===== src/verilog/stpatt_params.svh =====
// Purpose: constants for the step attenuator host controller
// Assumes: 100 MHz system clock
// Notes: timing counts derive from the printed times
`ifndef STPATT_PARAMS_SVH
`define STPATT_PARAMS_SVH

// register byte offsets
`define STP_ADR_CTRL 8'h00
`define STP_ADR_ATTEN 8'h04
`define STP_ADR_STATUS 8'h08

// control fields and reset values
`define STP_CTRL_MODE_BIT 0
`define STP_CTRL_DIRECT_BIT 1
`define STP_CTRL_MODE_RST 1'h1
`define STP_CTRL_DIRECT_RST 1'h0
`define STP_ATTEN_RST 5'h1F

// status fields
`define STP_ST_CODE_LSB 0
`define STP_ST_MODE_BIT 8
`define STP_ST_DONE_BIT 9
`define STP_ST_BUSY_BIT 10
`define STP_ST_PUP_BIT 11

// timing, in ns and us, and derived cycle counts
`define STP_CLK_NS 10
`define STP_SCLK_HALF_NS 50
`define STP_LEPW_NS 30
`define STP_DISU_NS 100
`define STP_PSSU_NS 100
`define STP_PUP_US 400
`define STP_SCLK_HALF_CYC ((`STP_SCLK_HALF_NS + `STP_CLK_NS - 1) / `STP_CLK_NS)
`define STP_LEPW_CYC ((`STP_LEPW_NS + `STP_CLK_NS - 1) / `STP_CLK_NS)
`define STP_DISU_CYC ((`STP_DISU_NS + `STP_CLK_NS - 1) / `STP_CLK_NS)
`define STP_PSSU_CYC ((`STP_PSSU_NS + `STP_CLK_NS - 1) / `STP_CLK_NS)
`define STP_PUP_CYC ((`STP_PUP_US * 1000 + `STP_CLK_NS - 1) / `STP_CLK_NS)

`endif


===== src/verilog/stpatt_pkg.sv =====
// Purpose: types shared by the step attenuator host controller
// Assumes: nothing
// Notes: state of each module is one packed struct
package stpatt_pkg;
    typedef enum logic [3:0] {
        ST_PUP, ST_IDLE, ST_PSET, ST_SWITCH, ST_BIT_LO, ST_BIT_HI, ST_STB_HI, ST_STB_LO
    } stpatt_state_t;

    typedef struct packed {
        stpatt_state_t st;
        logic [15:0] cnt;
        logic [2:0] bitn;
        logic [7:0] word;
        logic ps;
        logic [4:0] par;
        logic sdat;
        logic sclk;
        logic strobe;
        logic done;
        logic after_sw;
        logic atten_pend;
        logic [4:0] code;
    } stpatt_ctl_t;

    typedef struct packed {
        logic ack;
        logic [31:0] dat;
        logic mode;
        logic direct;
        logic [4:0] atten;
        logic atten_wr;
    } stpatt_regs_t;
endpackage


===== src/verilog/stpatt_ctrl.sv =====
// Purpose: host that programs a 5-bit step attenuator over its pins
// Assumes: 100 MHz clock; the host makes the serial clock by division
// Notes: registers reached over classic wishbone in stpatt_wbregs
`timescale 1ns/1ps
`include "stpatt_params.svh"
// Operation
// - serial power-up: host drives all five parallel inputs low
// - before first move to parallel, host loads a serial word with D7 low
// - parallel power-up: parallel inputs low before serial, until serial load
// - the mode-change sequence runs once; afterwards modes switch freely
// - latched parallel: strobe low while bits change, pulse high then low
// - direct parallel: strobe held high so inputs pass straight through
// - interface select low picks parallel, high picks serial
// - serial word is attenuation in dB times four, in binary
module stpatt_ctrl #(
    parameter int unsigned PUP_CYC = `STP_PUP_CYC
) (
    // clock and reset
    input wire logic clk_i,
    input wire logic rst_i,
    // wishbone slave
    input wire logic wb_cyc_i,
    input wire logic wb_stb_i,
    input wire logic wb_we_i,
    input wire logic [7:0] wb_adr_i,
    input wire logic [3:0] wb_sel_i,
    input wire logic [31:0] wb_dat_i,
    output logic [31:0] wb_dat_o,
    output logic wb_ack_o,
    // attenuator pins
    output logic ps_sel_o,
    output logic [4:0] parallel_atten_inputs_o,
    output logic ser_data_o,
    output logic ser_clk_o,
    output logic latch_strobe_o
);
    import stpatt_pkg::*;

    localparam logic [15:0] HALF_CYC = 16'(`STP_SCLK_HALF_CYC);
    localparam logic [15:0] STB_CYC = 16'(`STP_LEPW_CYC);
    localparam logic [15:0] SETUP_CYC = 16'(`STP_DISU_CYC);
    localparam logic [15:0] PS_CYC = 16'(`STP_PSSU_CYC);

    stpatt_ctl_t s_r;
    stpatt_ctl_t s_nxt;
    logic mode_req;
    logic direct;
    logic [4:0] atten;
    logic atten_wr;
    logic [31:0] status;

    stpatt_wbregs u_regs (
        .clk_i(clk_i),
        .rst_i(rst_i),
        .wb_cyc_i(wb_cyc_i),
        .wb_stb_i(wb_stb_i),
        .wb_we_i(wb_we_i),
        .wb_adr_i(wb_adr_i),
        .wb_sel_i(wb_sel_i),
        .wb_dat_i(wb_dat_i),
        .wb_dat_o(wb_dat_o),
        .wb_ack_o(wb_ack_o),
        .status_i(status),
        .mode_o(mode_req),
        .direct_o(direct),
        .atten_o(atten),
        .atten_wr_o(atten_wr)
    );

    // half-dB code to serial word: dB*4 = code*2, top two bits zero
    function automatic logic [7:0] atten_word(input logic [4:0] code);
        atten_word = {2'b00, code, 1'b0};
    endfunction

    always_comb begin
        s_nxt = s_r;
        // set wins over the clear taken below
        if (atten_wr) begin
            s_nxt.atten_pend = 1'b1;
        end
        case (s_r.st)
            ST_PUP: begin
                // no programming while the part may still be settling
                if (s_r.cnt != 16'h0) begin
                    s_nxt.cnt = s_r.cnt - 16'h1;
                end else begin
                    s_nxt.st = ST_IDLE;
                end
            end
            ST_IDLE: begin
                s_nxt.strobe = !s_r.ps && direct;
                if (mode_req != s_r.ps) begin
                    if (!mode_req && !s_r.done) begin
                        // first move to parallel: load a word with D7 low first
                        s_nxt.code = atten;
                        s_nxt.word = atten_word(atten);
                        s_nxt.after_sw = 1'b1;
                        s_nxt.bitn = 3'h0;
                        s_nxt.sdat = s_nxt.word[0];
                        s_nxt.sclk = 1'b0;
                        s_nxt.strobe = 1'b0;
                        s_nxt.cnt = HALF_CYC;
                        s_nxt.st = ST_BIT_LO;
                    end else if (!mode_req) begin
                        s_nxt.ps = 1'b0;
                        s_nxt.cnt = PS_CYC;
                        s_nxt.st = ST_SWITCH;
                    end else begin
                        // inputs low before serial is selected
                        s_nxt.par = 5'h00;
                        s_nxt.strobe = 1'b0;
                        s_nxt.after_sw = 1'b1;
                        s_nxt.cnt = PS_CYC;
                        s_nxt.st = ST_PSET;
                    end
                end else if (s_r.atten_pend) begin
                    s_nxt.atten_pend = atten_wr;
                    s_nxt.code = atten;
                    s_nxt.after_sw = 1'b0;
                    if (s_r.ps) begin
                        s_nxt.word = atten_word(atten);
                        s_nxt.bitn = 3'h0;
                        s_nxt.sdat = s_nxt.word[0];
                        s_nxt.sclk = 1'b0;
                        s_nxt.cnt = HALF_CYC;
                        s_nxt.st = ST_BIT_LO;
                    end else begin
                        // strobe stays low in latched mode while bits change
                        s_nxt.par = atten;
                        s_nxt.cnt = SETUP_CYC;
                        s_nxt.st = ST_PSET;
                    end
                end
            end
            ST_PSET: begin
                if (s_r.cnt != 16'h0) begin
                    s_nxt.cnt = s_r.cnt - 16'h1;
                end else if (s_r.after_sw) begin
                    s_nxt.after_sw = 1'b0;
                    s_nxt.ps = !s_r.ps;
                    s_nxt.cnt = PS_CYC;
                    s_nxt.st = ST_SWITCH;
                end else if (s_r.strobe) begin
                    s_nxt.st = ST_IDLE;
                end else begin
                    s_nxt.strobe = 1'b1;
                    s_nxt.cnt = STB_CYC;
                    s_nxt.st = ST_STB_HI;
                end
            end
            ST_SWITCH: begin
                if (s_r.cnt != 16'h0) begin
                    s_nxt.cnt = s_r.cnt - 16'h1;
                end else if (s_r.ps && !s_r.done) begin
                    // inputs are still low; now the clearing serial load
                    s_nxt.word = atten_word(s_r.code);
                    s_nxt.bitn = 3'h0;
                    s_nxt.sdat = s_nxt.word[0];
                    s_nxt.sclk = 1'b0;
                    s_nxt.cnt = HALF_CYC;
                    s_nxt.st = ST_BIT_LO;
                end else begin
                    // parallel pins must be redriven with the current code
                    s_nxt.atten_pend = !s_r.ps || s_nxt.atten_pend;
                    s_nxt.st = ST_IDLE;
                end
            end
            ST_BIT_LO: begin
                if (s_r.cnt != 16'h0) begin
                    s_nxt.cnt = s_r.cnt - 16'h1;
                end else begin
                    s_nxt.sclk = 1'b1;
                    s_nxt.cnt = HALF_CYC;
                    s_nxt.st = ST_BIT_HI;
                end
            end
            ST_BIT_HI: begin
                if (s_r.cnt != 16'h0) begin
                    s_nxt.cnt = s_r.cnt - 16'h1;
                end else begin
                    s_nxt.sclk = 1'b0;
                    s_nxt.cnt = HALF_CYC;
                    if (s_r.bitn == 3'h7) begin
                        s_nxt.strobe = 1'b1;
                        s_nxt.cnt = STB_CYC;
                        s_nxt.st = ST_STB_HI;
                    end else begin
                        s_nxt.bitn = s_r.bitn + 3'h1;
                        s_nxt.sdat = s_r.word[s_r.bitn + 3'h1];
                        s_nxt.st = ST_BIT_LO;
                    end
                end
            end
            ST_STB_HI: begin
                if (s_r.cnt != 16'h0) begin
                    s_nxt.cnt = s_r.cnt - 16'h1;
                end else begin
                    s_nxt.strobe = 1'b0;
                    s_nxt.cnt = STB_CYC;
                    s_nxt.st = ST_STB_LO;
                end
            end
            ST_STB_LO: begin
                if (s_r.cnt != 16'h0) begin
                    s_nxt.cnt = s_r.cnt - 16'h1;
                end else begin
                    // in serial mode a word with D7 low has now been latched
                    s_nxt.done = s_r.done || s_r.ps;
                    if (s_r.after_sw) begin
                        s_nxt.after_sw = 1'b0;
                        s_nxt.ps = !s_r.ps;
                        s_nxt.cnt = PS_CYC;
                        s_nxt.st = ST_SWITCH;
                    end else begin
                        s_nxt.st = ST_IDLE;
                    end
                end
            end
            default: begin
                s_nxt.st = ST_IDLE;
            end
        endcase
    end

    always_ff @(posedge clk_i) begin
        if (rst_i) begin
            // parallel inputs low whatever mode the part powers up in
            s_r <= '{st: ST_PUP, cnt: 16'(PUP_CYC), bitn: 3'h0, word: 8'h00,
                     ps: `STP_CTRL_MODE_RST, par: 5'h00, sdat: 1'b0, sclk: 1'b0,
                     strobe: 1'b0, done: 1'b0, after_sw: 1'b0, atten_pend: 1'b0,
                     code: `STP_ATTEN_RST};
        end else begin
            s_r <= s_nxt;
        end
    end

    assign ps_sel_o = s_r.ps;
    assign parallel_atten_inputs_o = s_r.par;
    assign ser_data_o = s_r.sdat;
    assign ser_clk_o = s_r.sclk;
    assign latch_strobe_o = s_r.strobe;
    assign status = {20'h0, s_r.st != ST_PUP,
                     (s_r.st != ST_IDLE) || s_r.atten_pend || (mode_req != s_r.ps),
                     s_r.done, s_r.ps, 3'h0, s_r.code};

    property p_ser_par_low;
        @(posedge clk_i) disable iff (rst_i) s_r.ps |-> s_r.par == 5'h00;
    endproperty
    a_ser_par_low: assert property (p_ser_par_low)
        else $error("parallel inputs not low in serial mode");

    // a pending move to serial drops the strobe on purpose
    property p_direct_strobe;
        @(posedge clk_i) disable iff (rst_i)
            (s_r.st == ST_IDLE) && !s_r.ps && !mode_req && direct |=> s_r.strobe;
    endproperty
    a_direct_strobe: assert property (p_direct_strobe)
        else $error("strobe not high in direct parallel mode");

    property p_strobe_pulse;
        @(posedge clk_i) disable iff (rst_i)
            $rose(s_r.strobe) && (s_r.st == ST_STB_HI) |-> s_r.strobe [*4] ##1 !s_r.strobe;
    endproperty
    a_strobe_pulse: assert property (p_strobe_pulse)
        else $error("latch strobe pulse width wrong");

    property p_sclk_high;
        @(posedge clk_i) disable iff (rst_i) $rose(s_r.sclk) |-> s_r.sclk [*6] ##1 !s_r.sclk;
    endproperty
    a_sclk_high: assert property (p_sclk_high)
        else $error("serial clock high time wrong");

    property p_sdat_stable;
        @(posedge clk_i) disable iff (rst_i)
            s_r.sclk || s_r.strobe |-> $stable(s_r.sdat) && !(s_r.sclk && s_r.strobe);
    endproperty
    a_sdat_stable: assert property (p_sdat_stable)
        else $error("serial data moved around clock or strobe");

    property p_d7_low;
        @(posedge clk_i) disable iff (rst_i)
            (s_r.st == ST_BIT_LO) && (s_r.bitn == 3'h7) |-> !s_r.sdat;
    endproperty
    a_d7_low: assert property (p_d7_low)
        else $error("serial word has D7 set");

    property p_to_parallel;
        @(posedge clk_i) disable iff (rst_i) $fell(s_r.ps) |-> s_r.done;
    endproperty
    a_to_parallel: assert property (p_to_parallel)
        else $error("parallel selected before clearing serial load");

    property p_to_serial;
        @(posedge clk_i) disable iff (rst_i) $rose(s_r.ps) |-> $past(s_r.par) == 5'h00;
    endproperty
    a_to_serial: assert property (p_to_serial)
        else $error("serial selected with parallel inputs high");

    property p_done_sticky;
        @(posedge clk_i) disable iff (rst_i) s_r.done |=> s_r.done;
    endproperty
    a_done_sticky: assert property (p_done_sticky)
        else $error("sequence-done flag dropped");

    property p_pup_quiet;
        @(posedge clk_i) disable iff (rst_i)
            s_r.st == ST_PUP |=> $stable(s_r.ps) && !s_r.sclk && !s_r.strobe;
    endproperty
    a_pup_quiet: assert property (p_pup_quiet)
        else $error("pins moved during power-up delay");
endmodule


===== src/verilog/stpatt_wbregs.sv =====
// Purpose: classic wishbone slave holding the controller's registers
// Assumes: single-cycle classic transfers, 32-bit data
// Notes: unmapped reads return zero and writes are dropped, both acked
`timescale 1ns/1ps
`include "stpatt_params.svh"
module stpatt_wbregs (
    // clock and reset
    input wire logic clk_i,
    input wire logic rst_i,
    // wishbone slave
    input wire logic wb_cyc_i,
    input wire logic wb_stb_i,
    input wire logic wb_we_i,
    input wire logic [7:0] wb_adr_i,
    input wire logic [3:0] wb_sel_i,
    input wire logic [31:0] wb_dat_i,
    output logic [31:0] wb_dat_o,
    output logic wb_ack_o,
    // to and from the sequencer
    input wire logic [31:0] status_i,
    output logic mode_o,
    output logic direct_o,
    output logic [4:0] atten_o,
    output logic atten_wr_o
);
    import stpatt_pkg::*;

    stpatt_regs_t r_r;
    stpatt_regs_t r_nxt;

    function automatic logic adr_is(input logic [7:0] adr, input logic [7:0] off);
        adr_is = (adr == off);
    endfunction

    always_comb begin
        logic take;
        take = wb_cyc_i && wb_stb_i && !r_r.ack;
        r_nxt = r_r;
        r_nxt.ack = take;
        r_nxt.atten_wr = 1'b0;
        if (take) begin
            r_nxt.dat = 32'h0;
            if (wb_we_i && wb_sel_i[0]) begin
                if (adr_is(wb_adr_i, `STP_ADR_CTRL)) begin
                    r_nxt.mode = wb_dat_i[`STP_CTRL_MODE_BIT];
                    r_nxt.direct = wb_dat_i[`STP_CTRL_DIRECT_BIT];
                end else if (adr_is(wb_adr_i, `STP_ADR_ATTEN)) begin
                    r_nxt.atten = wb_dat_i[4:0];
                    r_nxt.atten_wr = 1'b1;
                end
            end else if (!wb_we_i) begin
                if (adr_is(wb_adr_i, `STP_ADR_CTRL)) begin
                    r_nxt.dat = {30'h0, r_r.direct, r_r.mode};
                end else if (adr_is(wb_adr_i, `STP_ADR_ATTEN)) begin
                    r_nxt.dat = {27'h0, r_r.atten};
                end else if (adr_is(wb_adr_i, `STP_ADR_STATUS)) begin
                    r_nxt.dat = status_i;
                end
            end
        end
    end

    always_ff @(posedge clk_i) begin
        if (rst_i) begin
            r_r <= '{ack: 1'b0, dat: 32'h0, mode: `STP_CTRL_MODE_RST,
                     direct: `STP_CTRL_DIRECT_RST, atten: `STP_ATTEN_RST, atten_wr: 1'b0};
        end else begin
            r_r <= r_nxt;
        end
    end

    assign wb_ack_o = r_r.ack;
    assign wb_dat_o = r_r.dat;
    assign mode_o = r_r.mode;
    assign direct_o = r_r.direct;
    assign atten_o = r_r.atten;
    assign atten_wr_o = r_r.atten_wr;
endmodule


===== config.mk =====
export PLATFORM = sky130hd
export DESIGN_NAME = stpatt_ctrl
export DESIGN_NICKNAME = d
export VERILOG_FILES = /design/src/verilog/stpatt_pkg.sv /design/src/verilog/stpatt_ctrl.sv /design/src/verilog/stpatt_wbregs.sv
export VERILOG_INCLUDE_DIRS = /design/src /design/src/verilog
export SDC_FILE = /design/constraint.sdc
export NUM_CORES = 1
export LEC_CHECK = 0
export BUFFER_PORTS_ARGS = -buffer_cell sky130_fd_sc_hd__buf_4
export CAP_MARGIN = 10
export CORE_UTILIZATION = 38
export DETAILED_ROUTE_END_ITERATION = 8
export GPL_ROUTABILITY_DRIVEN = 0
export GPL_TIMING_DRIVEN = 0
export SYNTH_ARGS = -nofsm -noshare
export SYNTH_HDL_FRONTEND = slang
export SYNTH_SLANG_ARGS = --single-unit
export TNS_END_PERCENT = 1

===== constraint.sdc =====
create_clock -name clk_i -period 2.9 [get_ports clk_i]
set_input_delay 0 -clock clk_i [delete_from_list [all_inputs] [get_ports clk_i]]
set_output_delay 0 -clock clk_i [all_outputs]
set_load 0.05 [all_outputs]

=== Word level (Yosys, flattened, before mapping) ===
Index checks and enable logic that the tools add are counted.

* Word-level logic and storage cells: 192
* Output and inout port bits: 42
* Register bits after elaboration: 89

* Add/sub/neg operators: 2
* Muxes and demuxes: 85
* Equal/unequal tests: 40
* Order comparisons: 1
* Reduce and logical (&&, ||, !) cells: 41
* Bitwise operators: 4

{| class="wikitable"
|+ Operators by type and width
! kind !! count
|-
| $mux 16 || 9
|-
| $pmux 16 s8 || 1
|-
| $mux 32 || 3
|-
| $mux 31 || 2
|-
| $mux 19 || 2
|-
| $ne 2x2->1 const B || 17
|-
| $mux 11 || 3
|-
| $pmux 4 s8 || 1
|-
| $mux 4 || 7
|-
| $mux 27 || 1
|-
| $mux 12 || 2
|-
| $reduce_and 6->1 || 4
|-
| $reduce_and 8->1 || 3
|-
| $mux 1 || 23
|-
| $mux 7 || 3
|-
| $mux 20 || 1
|-
| $mux 5 || 4
|-
| $mux 3 || 6
|-
| $mux 17 || 1
|-
| $eq 4x3->1 const B || 4
|-
| $pmux 8 s2 || 1
|-
| $reduce_bool 16->1 || 1
|-
| $sub 16x1->16 const B || 1
|-
| $ne 3x3->1 const B || 5
|-
| 35 further kinds || 68
|}

=== Logic depth before layout (Yosys ltp) ===
Gate-level depths: netlist of run 1.

* Depth after elaboration: 8
* Mapped depth: 9
* Depth with buffers taken out: 7

=== Modules after synthesis ===
Synthesis of run 1 repeated with hierarchy kept, for this count alone.

* Cell total of the unflattened synthesis: 525
* Area total of the unflattened synthesis: 4,277.9 um^2

{| class="wikitable"
|+ Modules (own cells, without submodules)
! module !! sequential area each (um^2) !! times used !! area an instance (um^2) !! cells an instance
|-
| stpatt_ctrl || 880.8 || 1 || 2,735.1 || 359
|-
| stpatt_wbregs || 820.8 || 1 || 1,542.7 || 166
|}

=== Least setup slack after synthesis of run 1 ===
Ideal clock, no wire load.

* Path kind: reg2reg
* From: register s_r (netlist bit ps_sel_o)
* To: register s_r[18] in the netlist's numbering
* Path buffers: 2
* Required time: 2.809 ns
* Stages on the path, launching flop included: 10
* Setup slack: 0.111 ns
* Data arrival time: 2.698 ns
* Path through: dfxtp_1 > clkbuf_1 > inv_1 > ha_1 > nor3b_1 > o21ai_0 > o21ai_0 > buf_2 > a21oi_1 > a311oi_1

* Longest elaborated chain between the ends: 3

{| class="wikitable"
|+ Ends and longest elaborated chain
! element !! RTL line !! text
|-
| start: declaration || stpatt_ctrl.sv:44 || <nowiki>stpatt_ctl_t s_r;</nowiki>
|-
| start signal: assignment || stpatt_ctrl.sv:228 || <nowiki>s_r <= '{st: ST_PUP, cnt: 16'(PUP_CYC), bitn: 3'h0, word: 8'h00,</nowiki>
|-
| start signal: assignment || stpatt_ctrl.sv:233 || <nowiki>s_r <= s_nxt;</nowiki>
|-
| $ne 1x1->1 or $logic_and 1x1->1 (tied branches) || stpatt_ctrl.sv:92, stpatt_ctrl.sv:154 ||
|-
| $ne 3x3->1 (no line) (tied with other cells) || n/a ||
|-
| $reduce_and 6->1 (no line) or $pmux 8 s2 (tied branches) || n/a ||
|}

Parallel ways exist; a longest one is shown, timed or not.
A chain may end at the register's enable or synchronous reset.

=== Final worst setup path of run 1 ===
Ends and elaborated chain as after synthesis.

==> flow_metrics.py, run 1 <==
metrics = {
    "place": {
        "post-place-ws_ns": -0.348,
        "dp_hpwl_um": 7440,
        "buffer_ports.inserted": 37,
        "dp.cells": 652,
    },
    "cells_and_area": {
        "antennaDiodeCount": 0,
        "layout-drive-gt1-share_pct": 18.5,
        "nNetsFinal": 595,
        "layout.cells.non_filler": 674,
        "area_growth_pct": 21.1,
        "final_common_cell": "buf_4",
        "mostFrequentLayoutCells": "buf_4, dfxtp_1, nand2_1, a21oi_1, nor2_1",
    },
    "power_and_ir_drop": {
        "ir_worst_vdd_mv": 0.241,
        "p_per_area_nw_per_um2": 424,
        "p_leak_uw": 0.00181,
    },
    "yosys": {
        "synth.area.top_cells": "dfxtp_1, buf_4, a21oi_1, nand2_1, mux2i_1",
        "synth_mux_area_share_pct": 4.93,
        "ys.flop_type": "dfxtp_1",
        "avgSynthCellArea_um2": 7.93,
        "synth_fa_ha_area_share_pct": 2.04,
        "yosysSeqAreaShare_pct": 33.7,
        "synth_compound_area_share_pct": 24.7,
        "yosys.area_share.simple_pct": 23.4,
        "synthesis.area_um2": 3680,
        "ys_ff_latch": 62,
        "ys_types": 59,
        "synth_top_family_by_area": "compound AO/OA/AOI/OAI gates",
        "synth_xor_area_share_pct": 0,
        "synth_edf_count": 0,
        "post-synth-top-area-cell": "dfxtp_1",
        "synth_warnings": 0,
        "synthArstFlopShare_pct": 0,
        "synthCells": 464,
        "synth_top_cell_area_share_pct": 33.7,
    },
    "clock_tree": {
        "clk_pin_slew_ns": 0.07,
        "htree_levels": 3,
        "cts_max_path_buffers": 2,
        "cts_buffers": 9,
        "cts_tree": "done",
        "cts.sinks": 62,
        "worst_skew_pair.late_latency_ns": 0.35,
        "post_cts_buffers": 0,
        "cts_root_buf": "clkbuf_8",
    },
    "route": {
        "post_drt_wl_per_cell_um": 15.5,
        "wl_um": 10400,
        "drt_iter0_drc": 259,
        "vias_per_cell": 5.45,
        "vias": 3674,
        "drc": 0,
        "firstDrtPassIters": 5,
        "detail-route-antenna-nets": 0,
    },
    "timing": {
        "period_minus_slack_ns": 2.87,
        "rsz0062_at_grt": "true",
        "clock_skew_ns": 0.00919,
        "hold_violations": 0,
        "relSlewSlack_pct": 39.3,
        "clock.fmax_mhz": 348,
        "finalCritPeriodShare_pct": 99.0,
        "slew_violations": 0,
        "setup_viol": 0,
        "worst_pin_slew_ns": 0.902,
        "setup_ws_ns": 0.0287,
    },
    "critical_path": {
        "end_kind": "register",
        "critical_path_arrival_ns": 3.12,
        "critPathLaunchType": "register",
        "r2r_start": "ps_sel_o$_SDFFE_PP1P_",
        "crit_fanout": 10,
        "crit_start": "ps_sel_o$_SDFFE_PP1P_",
        "cp.required_ns": 3.15,
        "criticalPathCategory": "reg2reg",
    },
    "floorplanning": {
        "die_x_um": 100,
        "rows": 35,
        "die_area_um2": 10100,
        "die_y_um": 100,
        "ios": 91,
        "core_area_um2": 9330,
        "initial_core_util_pct": 39.5,
    },
    "global_route": {
        "grt_start_max_net_pins": 11,
        "grt_use_total_pct": 21.2,
        "grt_pass1_wl_um": 16800,
        "antenna_found_initial": 0,
        "grt_pass1_vias": 3507,
        "overflow": 0,
    },
    "worst_hold_path": {
        "hold_path_class": "in2reg",
        "min_from": "wb_adr_i[2]",
    },
    "flow_run": {
        "drv_cap": 0,
    },
    "outcome": {
        "status": "complete, no violations",
    },
}
worst paths after layout:
path	to	slack, ns	cells past startpoint
worst max-delay path	s_r[18]$_SDFFE_PP0P_	0.03	9
worst min-delay path	u_regs.mode_o$_SDFFE_PP1P_	0.03	3
worst max register to register	s_r[18]$_SDFFE_PP0P_	0.03	9
worst min register to register	parallel_atten_inputs_o[1]$_SDFFE_PP0P_	0.45	2
synthesized netlist by cell type (all sizes together) (4+ instances only):
master,count
a21oi,39
nand3b,9
nor3,12
nand2b,7
o22ai,9
o32ai,4
nor2,31
nor2b,14
a221o,4
ha,6
o21ai,26
dfxtp,62
or4,7
inv,17
nand2,48
a311oi,7
clkbuf,25
nand3,5
buf,34
nor4,10
mux2i,17
o221ai,8
a22oi,10
a31oi,5
cell type report:
cell class                 count  area (um2)
buffer                        59         348
clock buffer                  13         149
clock inverter                 3        20.0
fill                         973        4870
inverter                      17        63.8
multi-input combinational    348        2140
sequential                    62        1240
tap                          129         161
timing repair buffer          43         338
kinds of logic after synthesis:
kind of cell / Yosys count
simple gates: 164
compound gates: 137
buf+inv: 76
flops: 62
mux: 18
fa+ha+maj: 6
other cells: 1
power by group:
group / leakage (uW) / switching [uW] / internal, uW
registers: 0.000502 / 24.8 / 874
clock network: 0.0000796 / 358 / 333
logic: 0.00123 / 179 / 119
sequential cells by signal, indices dropped and copies added (netlist names):
| signal | cells |
|---|---|
| u_regs.wb_dat_o | 9 |
| s_r | 35 |
| ser_data_o | 1 |
| latch_strobe_o | 1 |
| u_regs.atten_wr_o | 1 |
| u_regs.direct_o | 1 |
| ps_sel_o | 1 |
| u_regs.wb_ack_o | 1 |
| u_regs.mode_o | 1 |
| ser_clk_o | 1 |
| parallel_atten_inputs_o | 5 |
| u_regs.atten_o | 5 |
worst max-delay path, stage by stage (launching register included):
cell and delay (ns):
dfxtp_1 0.47, clkbuf_1 0.39, inv_1 0.13, ha_1 0.43
nor3b_4 0.40, o21ai_0 0.18, o21ai_0 0.13, buf_2 0.26
a21oi_1 0.09, a311oi_1 0.28
timing repair:
item,in CTS,in global routing
gates resized for setup,2,6
hold buffers,6,0
endpoints found under the hold margin,9,0
endpoints found under the setup margin,16,21
metal layers:
| layer | vias up | part of all wire, % | GRT usage, % |
|---|---|---|---|
| met5 | - | 0 | 0 |
| met4 | 0 | 2.6 | 9.81 |
| met3 | 23 | 5.6 | 5.01 |
| met2 | 133 | 47 | 36.1 |
| met1 | 1714 | 44 | 25.3 |
| li1 | 1804 | - | - |
metrics by stage:
stage | util (%) | area (um2) | power [uW] | setup TNS [ns] | hold slack, ns
6_report | 47.8 | 4460 | 1890 | 0 | 0.0274
5_1_grt | 47.8 | 4460 | 1960 | -1.42 | 0.0562
4_1_cts | 47.6 | 4440 | 1890 | 0 | 0.0250
3_5_place_dp | 45.0 | 4200 | 1200 | -2.46 | 0.218
3_3_place_gp | 45.0 | 4200 | 1200 | -1.66 | 0.212
2_1_floorplan | - | 3760 | 1140 | 0 | 0.125
No activity file was read; power rests on OpenSTA's default activity.
==> run 2: changes to the inputs <==
==> constraint.sdc (replaced) <==
create_clock -name clk_i -period 3 [get_ports clk_i]
set_input_delay 0 -clock clk_i [delete_from_list [all_inputs] [get_ports clk_i]]
set_output_delay 0 -clock clk_i [all_outputs]
set_load 0.05 [all_outputs]
==> run 2 against run 1 <==
Against the previous run: sequential power is 3.3% lower; non-clock buffer count stayed put; sequential share of layout area hardly changed; critical endpoint unchanged; largest power group unchanged.
==> flow_metrics.py, run 2 (synthesis gave the netlist of run 1 again) <==
metrics = {
    "power_and_ir_drop": {
        "swShare_pct": 29.5,
        "clockPowerShare_pct": 36.4,
        "ir_worst_vdd_mv": 0.233,
        "pwr-share-comb_pct": 15.8,
        "seqPwrFrac_pct": 47.8,
        "p_int_uw": 1280,
        "p_leak_uw": 0.00181,
        "p_sw_uw": 537,
        "p_per_area_nw_per_um2": 408,
    },
    "critical_path": {
        "critical_path_arrival_ns": 3.12,
        "crit_path_max_incr_delay_ns": 0.47,
        "end_kind": "register",
        "crit_buf_inv": 3,
        "critPathLaunchType": "register",
        "worstPathCellList": "clkbuf_1 -> inv_1 -> ha_1 -> nor3b_4 -> o21ai_0 -> o21ai_0 -> buf_2 -> a21oi_1 -> a311oi_1",
        "crit_top_cell": "o21ai_0",
        "criticalPathCategory": "reg2reg",
        "critPathTopFamily": "buffers and inverters",
        "cpMaxStageDelayCell": "dfxtp_1",
        "crit_fanout": 10,
        "cp.required_ns": 3.25,
    },
    "route": {
        "wl_met3_um": 617,
        "post_drt_wl_per_cell_um": 15.4,
        "vias_per_cell": 5.46,
        "firstDrtPassIters": 5,
        "wl_um": 10400,
        "top_layer": "met4",
        "detail-route-antenna-nets": 0,
        "vias": 3682,
        "drt_iter0_drc": 249,
        "wl_met1_um": 4550,
        "dr_wl_met2_um": 4910,
        "drc": 0,
    },
    "floorplanning": {
        "die_y_um": 100,
        "core_area_um2": 9330,
        "initial_core_util_pct": 39.5,
        "rows": 35,
        "die_area_um2": 10100,
        "ios": 91,
        "die_x_um": 100,
    },
    "global_route": {
        "antenna_found_initial": 0,
        "overflow": 0,
        "grt_start_max_net_pins": 11,
        "grt_use_total_pct": 21.2,
        "grt_pass1_vias": 3501,
        "grt_pass1_wl_um": 16800,
    },
    "timing": {
        "rsz0062_at_grt": "true",
        "setup_ws_ns": 0.124,
        "clock.fmax_mhz": 348,
        "clock_skew_ns": 0.00902,
        "slew_violations": 0,
        "hold_violations": 0,
        "setup_viol": 0,
        "finalCritPeriodShare_pct": 95.9,
        "relSlewSlack_pct": 39.3,
        "period_minus_slack_ns": 2.88,
        "worst_pin_slew_ns": 0.902,
    },
    "place": {
        "post-place-ws_ns": -0.248,
        "dp_hpwl_um": 7440,
        "placedInstanceArea_um2": 4200,
        "buffer_ports.inserted": 37,
    },
    "clock_tree": {
        "clk_pin_slew_ns": 0.07,
        "cts.sinks": 62,
        "post_cts_buffers": 0,
        "cts_tree": "done",
        "cts_max_path_buffers": 2,
        "worst_skew_pair.late_latency_ns": 0.35,
        "cts_root_buf": "clkbuf_8",
        "htree_levels": 3,
        "cts_buffers": 9,
    },
    "cells_and_area": {
        "area_growth_pct": 21.1,
        "mostFrequentLayoutCells": "buf_4, dfxtp_1, nand2_1, a21oi_1, nor2_1",
        "regArea_um2": 1240,
        "largest_register": "s_r",
        "fillers": 974,
        "nNetsFinal": 595,
        "antennaDiodeCount": 0,
        "final_common_cell": "buf_4",
        "multi_input_area_um2": 2140,
        "layout-drive-gt1-share_pct": 18.3,
        "design_area_um2": 4460,
        "largest_reg_flops": 35,
        "final_util_pct": 47.8,
    },
    "worst_hold_path": {
        "hold_path_class": "in2reg",
    },
    "flow_run": {
        "drv_cap": 0,
    },
    "outcome": {
        "status": "complete, no violations",
    },
}
-- run 2: worst paths after layout --
path	depth (start not counted)	slack [ns]	from	endpoint
worst max-delay path	9	0.12	ps_sel_o$_SDFFE_PP1P_	s_r[18]$_SDFFE_PP0P_
worst min-delay path	3	0.03	wb_adr_i[2]	u_regs.mode_o$_SDFFE_PP1P_
worst max register to register	9	0.12	ps_sel_o$_SDFFE_PP1P_	s_r[18]$_SDFFE_PP0P_
worst min register to register	2	0.45	parallel_atten_inputs_o[1]$_SDFFE_PP0P_	parallel_atten_inputs_o[1]$_SDFFE_PP0P_
-- run 2: area by class of cell --
type | count | share of cell area (%)
buffer | 59 | 7.78
clock buffer | 13 | 3.34
clock inverter | 3 | 0.449
inverter | 17 | 1.43
multi-input combinational | 348 | 47.9
sequential | 62 | 27.9
tap | 129 | 3.62
timing repair buffer | 43 | 7.58
-- run 2: routing by layer --
layer | vias to the layer above | GRT usage [%]
li1 | 1806 | -
met1 | 1709 | 25.3
met5 | - | 0
met4 | 0 | 9.48
met3 | 29 | 4.94
met2 | 138 | 36.2
-- run 2: power by group through the flow --
stage	Combinational (uW)	Sequential [uW]	Clock (uW)
after floorplan	220	882	0
after global placement	276	885	0
after detailed placement	279	886	0
after CTS	285	867	673
after global routing	311	872	709
final	288	869	661
-- run 2: timing repair --
| action | in CTS | in global routing |
|---|---|---|
| endpoints found under the hold margin | 9 | 0 |
| resized for setup | 1 | 5 |
| hold buffers | 6 | 0 |
| endpoints found under the setup margin | 11 | 21 |
-- run 2: through the flow --
step / hold WS (ns) / total power (uW) / std cells / TNS (ns)
floorplan: 0.125 / 1100 / 486 / 0
global placement: 0.212 / 1160 / 652 / -0.669
detailed placement: 0.218 / 1160 / 652 / -1.07
CTS: 0.0250 / 1830 / 674 / 0
global route: 0.0562 / 1890 / 674 / -0.418
finish: 0.0316 / 1820 / 674 / 0
-- run 2: worst min-delay path, cell delays in order --
cell	delay [ns]
buf_4	0.11
nor4b_1	0.08
o211ai_1	0.15
==> run 3: changes to the inputs <==
--- a/config.mk
+++ b/config.mk
@@ -12,6 +12,7 @@
 export DETAILED_ROUTE_END_ITERATION = 8
 export GPL_ROUTABILITY_DRIVEN = 0
 export GPL_TIMING_DRIVEN = 0
+export REMOVE_ABC_BUFFERS = 1
 export SYNTH_ARGS = -nofsm -noshare
 export SYNTH_HDL_FRONTEND = slang
 export SYNTH_SLANG_ARGS = --single-unit
==> run 3 against run 2 <==
Against the previous run: sequential cell count unchanged; final cell count down 8.3%; clock skew down 0.0013 ns; count of clock-buffer cells in the layout down 4; sequential power up 0.7%; utilization down 3.0 points; first-iteration DRC count up 10%; sequential share of layout area up 1.9 points; global-route usage down 1.4 points; clock power up 15%; non-clock buffer count down 57; largest cell class unchanged.
==> flow_metrics.py, run 3 (synthesis gave the netlist of run 1 again) <==
metrics = {
    "power_and_ir_drop": {
        "p_per_area_nw_per_um2": 450,
        "ir_worst_vdd_mv": 0.242,
        "p_leak_uw": 0.00163,
    },
    "critical_path": {
        "r2r_start": "ps_sel_o$_SDFFE_PP1P_",
        "critical_path_arrival_ns": 3.06,
        "crit_start": "ps_sel_o$_SDFFE_PP1P_",
        "r2r_end": "s_r[34]$_SDFFE_PP1P_",
        "end_kind": "register",
        "criticalPathCategory": "reg2reg",
        "cp.required_ns": 3.24,
        "r2r_cells": 7,
        "critPathLaunchType": "register",
        "crit_fanout": 17,
        "r2r_slack_ns": 0.18,
    },
    "cells_and_area": {
        "mostFrequentLayoutCells": "dfxtp_1, nand2_1, buf_4, a21oi_1, nor2_1",
        "layout.cells.non_filler": 618,
        "largest_register": "s_r",
        "regArea_um2": 1240,
        "fillers": 953,
        "antennaDiodeCount": 0,
        "largest_reg_flops": 35,
        "final_common_cell": "dfxtp_1",
        "design_area_um2": 4180,
        "area_growth_pct": 13.5,
        "layout-drive-gt1-share_pct": 15.7,
        "final_util_pct": 44.8,
        "multi_input_area_um2": 2160,
        "nNetsFinal": 539,
    },
    "floorplanning": {
        "core_area_um2": 9330,
        "initial_core_util_pct": 39.5,
        "die_area_um2": 10100,
        "rows": 35,
        "die_y_um": 100,
        "die_x_um": 100,
        "ios": 91,
    },
    "route": {
        "detail-route-antenna-nets": 0,
        "vias_per_cell": 5.64,
        "drt_iter0_drc": 274,
        "drc": 0,
        "firstDrtPassIters": 5,
        "wl_um": 9650,
        "vias": 3488,
        "post_drt_wl_per_cell_um": 15.6,
    },
    "clock_tree": {
        "worst_skew_pair.late_latency_ns": 0.36,
        "cts_tree": "done",
        "cts_max_path_buffers": 2,
        "cts_root_buf": "clkbuf_8",
        "clk_pin_slew_ns": 0.08,
        "cts_buffers": 9,
        "cts.sinks": 62,
        "htree_levels": 3,
    },
    "place": {
        "placedInstanceArea_um2": 3860,
        "post-place-ws_ns": -0.852,
        "buffer_ports.inserted": 37,
        "dp.cells": 593,
        "dp_hpwl_um": 6230,
    },
    "timing": {
        "clock_skew_ns": 0.00770,
        "relSlewSlack_pct": 37.7,
        "worst_pin_slew_ns": 0.926,
        "setup_viol": 0,
        "finalCritPeriodShare_pct": 94.0,
        "hold_violations": 0,
        "setup_ws_ns": 0.180,
        "period_minus_slack_ns": 2.82,
        "slew_violations": 0,
        "tns_ns": 0,
        "clock.fmax_mhz": 355,
    },
    "global_route": {
        "grt_pass1_wl_um": 15400,
        "antenna_found_initial": 0,
        "grt_start_max_net_pins": 50,
        "grt_use_total_pct": 19.8,
        "overflow": 0,
        "grt_pass1_vias": 3089,
    },
    "worst_hold_path": {
        "min_to": "u_regs.mode_o$_SDFFE_PP1P_",
        "hold_path_depth": 3,
        "min_from": "wb_adr_i[2]",
        "hold_path_class": "in2reg",
    },
    "flow_run": {
        "drv_cap": 0,
    },
    "outcome": {
        "status": "complete, no violations",
    },
}
==> run 3: changes by cell type in the layout (fill, tap and decap cells not counted), moves of 2 or more <==
cell / delta
clkinv_4: +2
clkbuf_1: -27
buf_4: -25
buf_6: -2
nor3b_2: +2
buf_2: -3
==> run 3: worst max-delay path by stage <==
| stage | endpoint | slack (ns) |
|---|---|---|
| after floorplan | s_r[18]$_SDFFE_PP0P_ | 0.08 |
| after global placement | s_r[18]$_SDFFE_PP0P_ | -0.89 |
| after detailed placement | s_r[20]$_SDFFE_PP0P_ | -0.85 |
| after CTS | s_r[40]$_SDFFE_PP1P_ | 0.04 |
| after global routing | ser_data_o$_SDFFE_PP0P_ | -0.006 |
| final | s_r[34]$_SDFFE_PP1P_ | 0.18 |
==> run 3: area by class of cell <==
type                       count  share of cell area (%)
multi-input combinational    349                    51.8
sequential                    62                    29.7
timing repair buffer          45                    8.39
tap                          129                    3.87
clock buffer                   9                    2.97
clock inverter                 7                    1.77
inverter                      17                    1.53
==> run 3: worst max-delay path, stage by stage (launching register included) <==
cell and delay [ns]:
dfxtp_1 0.67, inv_1 0.15, ha_2 0.52, or2_2 0.20, a21oi_1 0.09, a21oi_2 0.53
o21ai_0 0.18, a221o_1 0.36
==> run 3: per-stage QoR <==
step | power, uW | hold WS [ns]
6_report | 1880 | 0.0224
5_1_grt | 1960 | 0.0633
4_1_cts | 1890 | 0.00370
3_5_place_dp | 1120 | 0.220
3_3_place_gp | 1120 | 0.216
2_1_floorplan | 1060 | 0.0691
==> run 3: repair_timing <==
action	4_1_cts	5_1_grt
pin swaps	1	0
gates cloned	1	0
buffers inserted	0	3
hold buffers	5	0
hold endpoints to repair	7	0
setup endpoints to repair	30	28
gates resized for setup	7	3
==> run 3: layer usage <==
| layer | vias to the layer above | wire length, um | share of wire (%) | global-route usage (%) |
|---|---|---|---|---|
| li1 | 1693 | - | - | - |
| met1 | 1636 | 4310 | 45 | 25.5 |
| met2 | 141 | 4500 | 47 | 31.8 |
| met3 | 18 | 626 | 6.5 | 4.87 |
| met4 | 0 | 208 | 2.2 | 7.58 |
| met5 | - | 0 | 0 | 0 |
==> run 3: report_power, final <==
part / internal, uW / total (uW) / switching, uW
Sequential: 845 / 875 / 30.3
Clock: 386 / 760 / 374
Combinational: 82.2 / 242 / 160
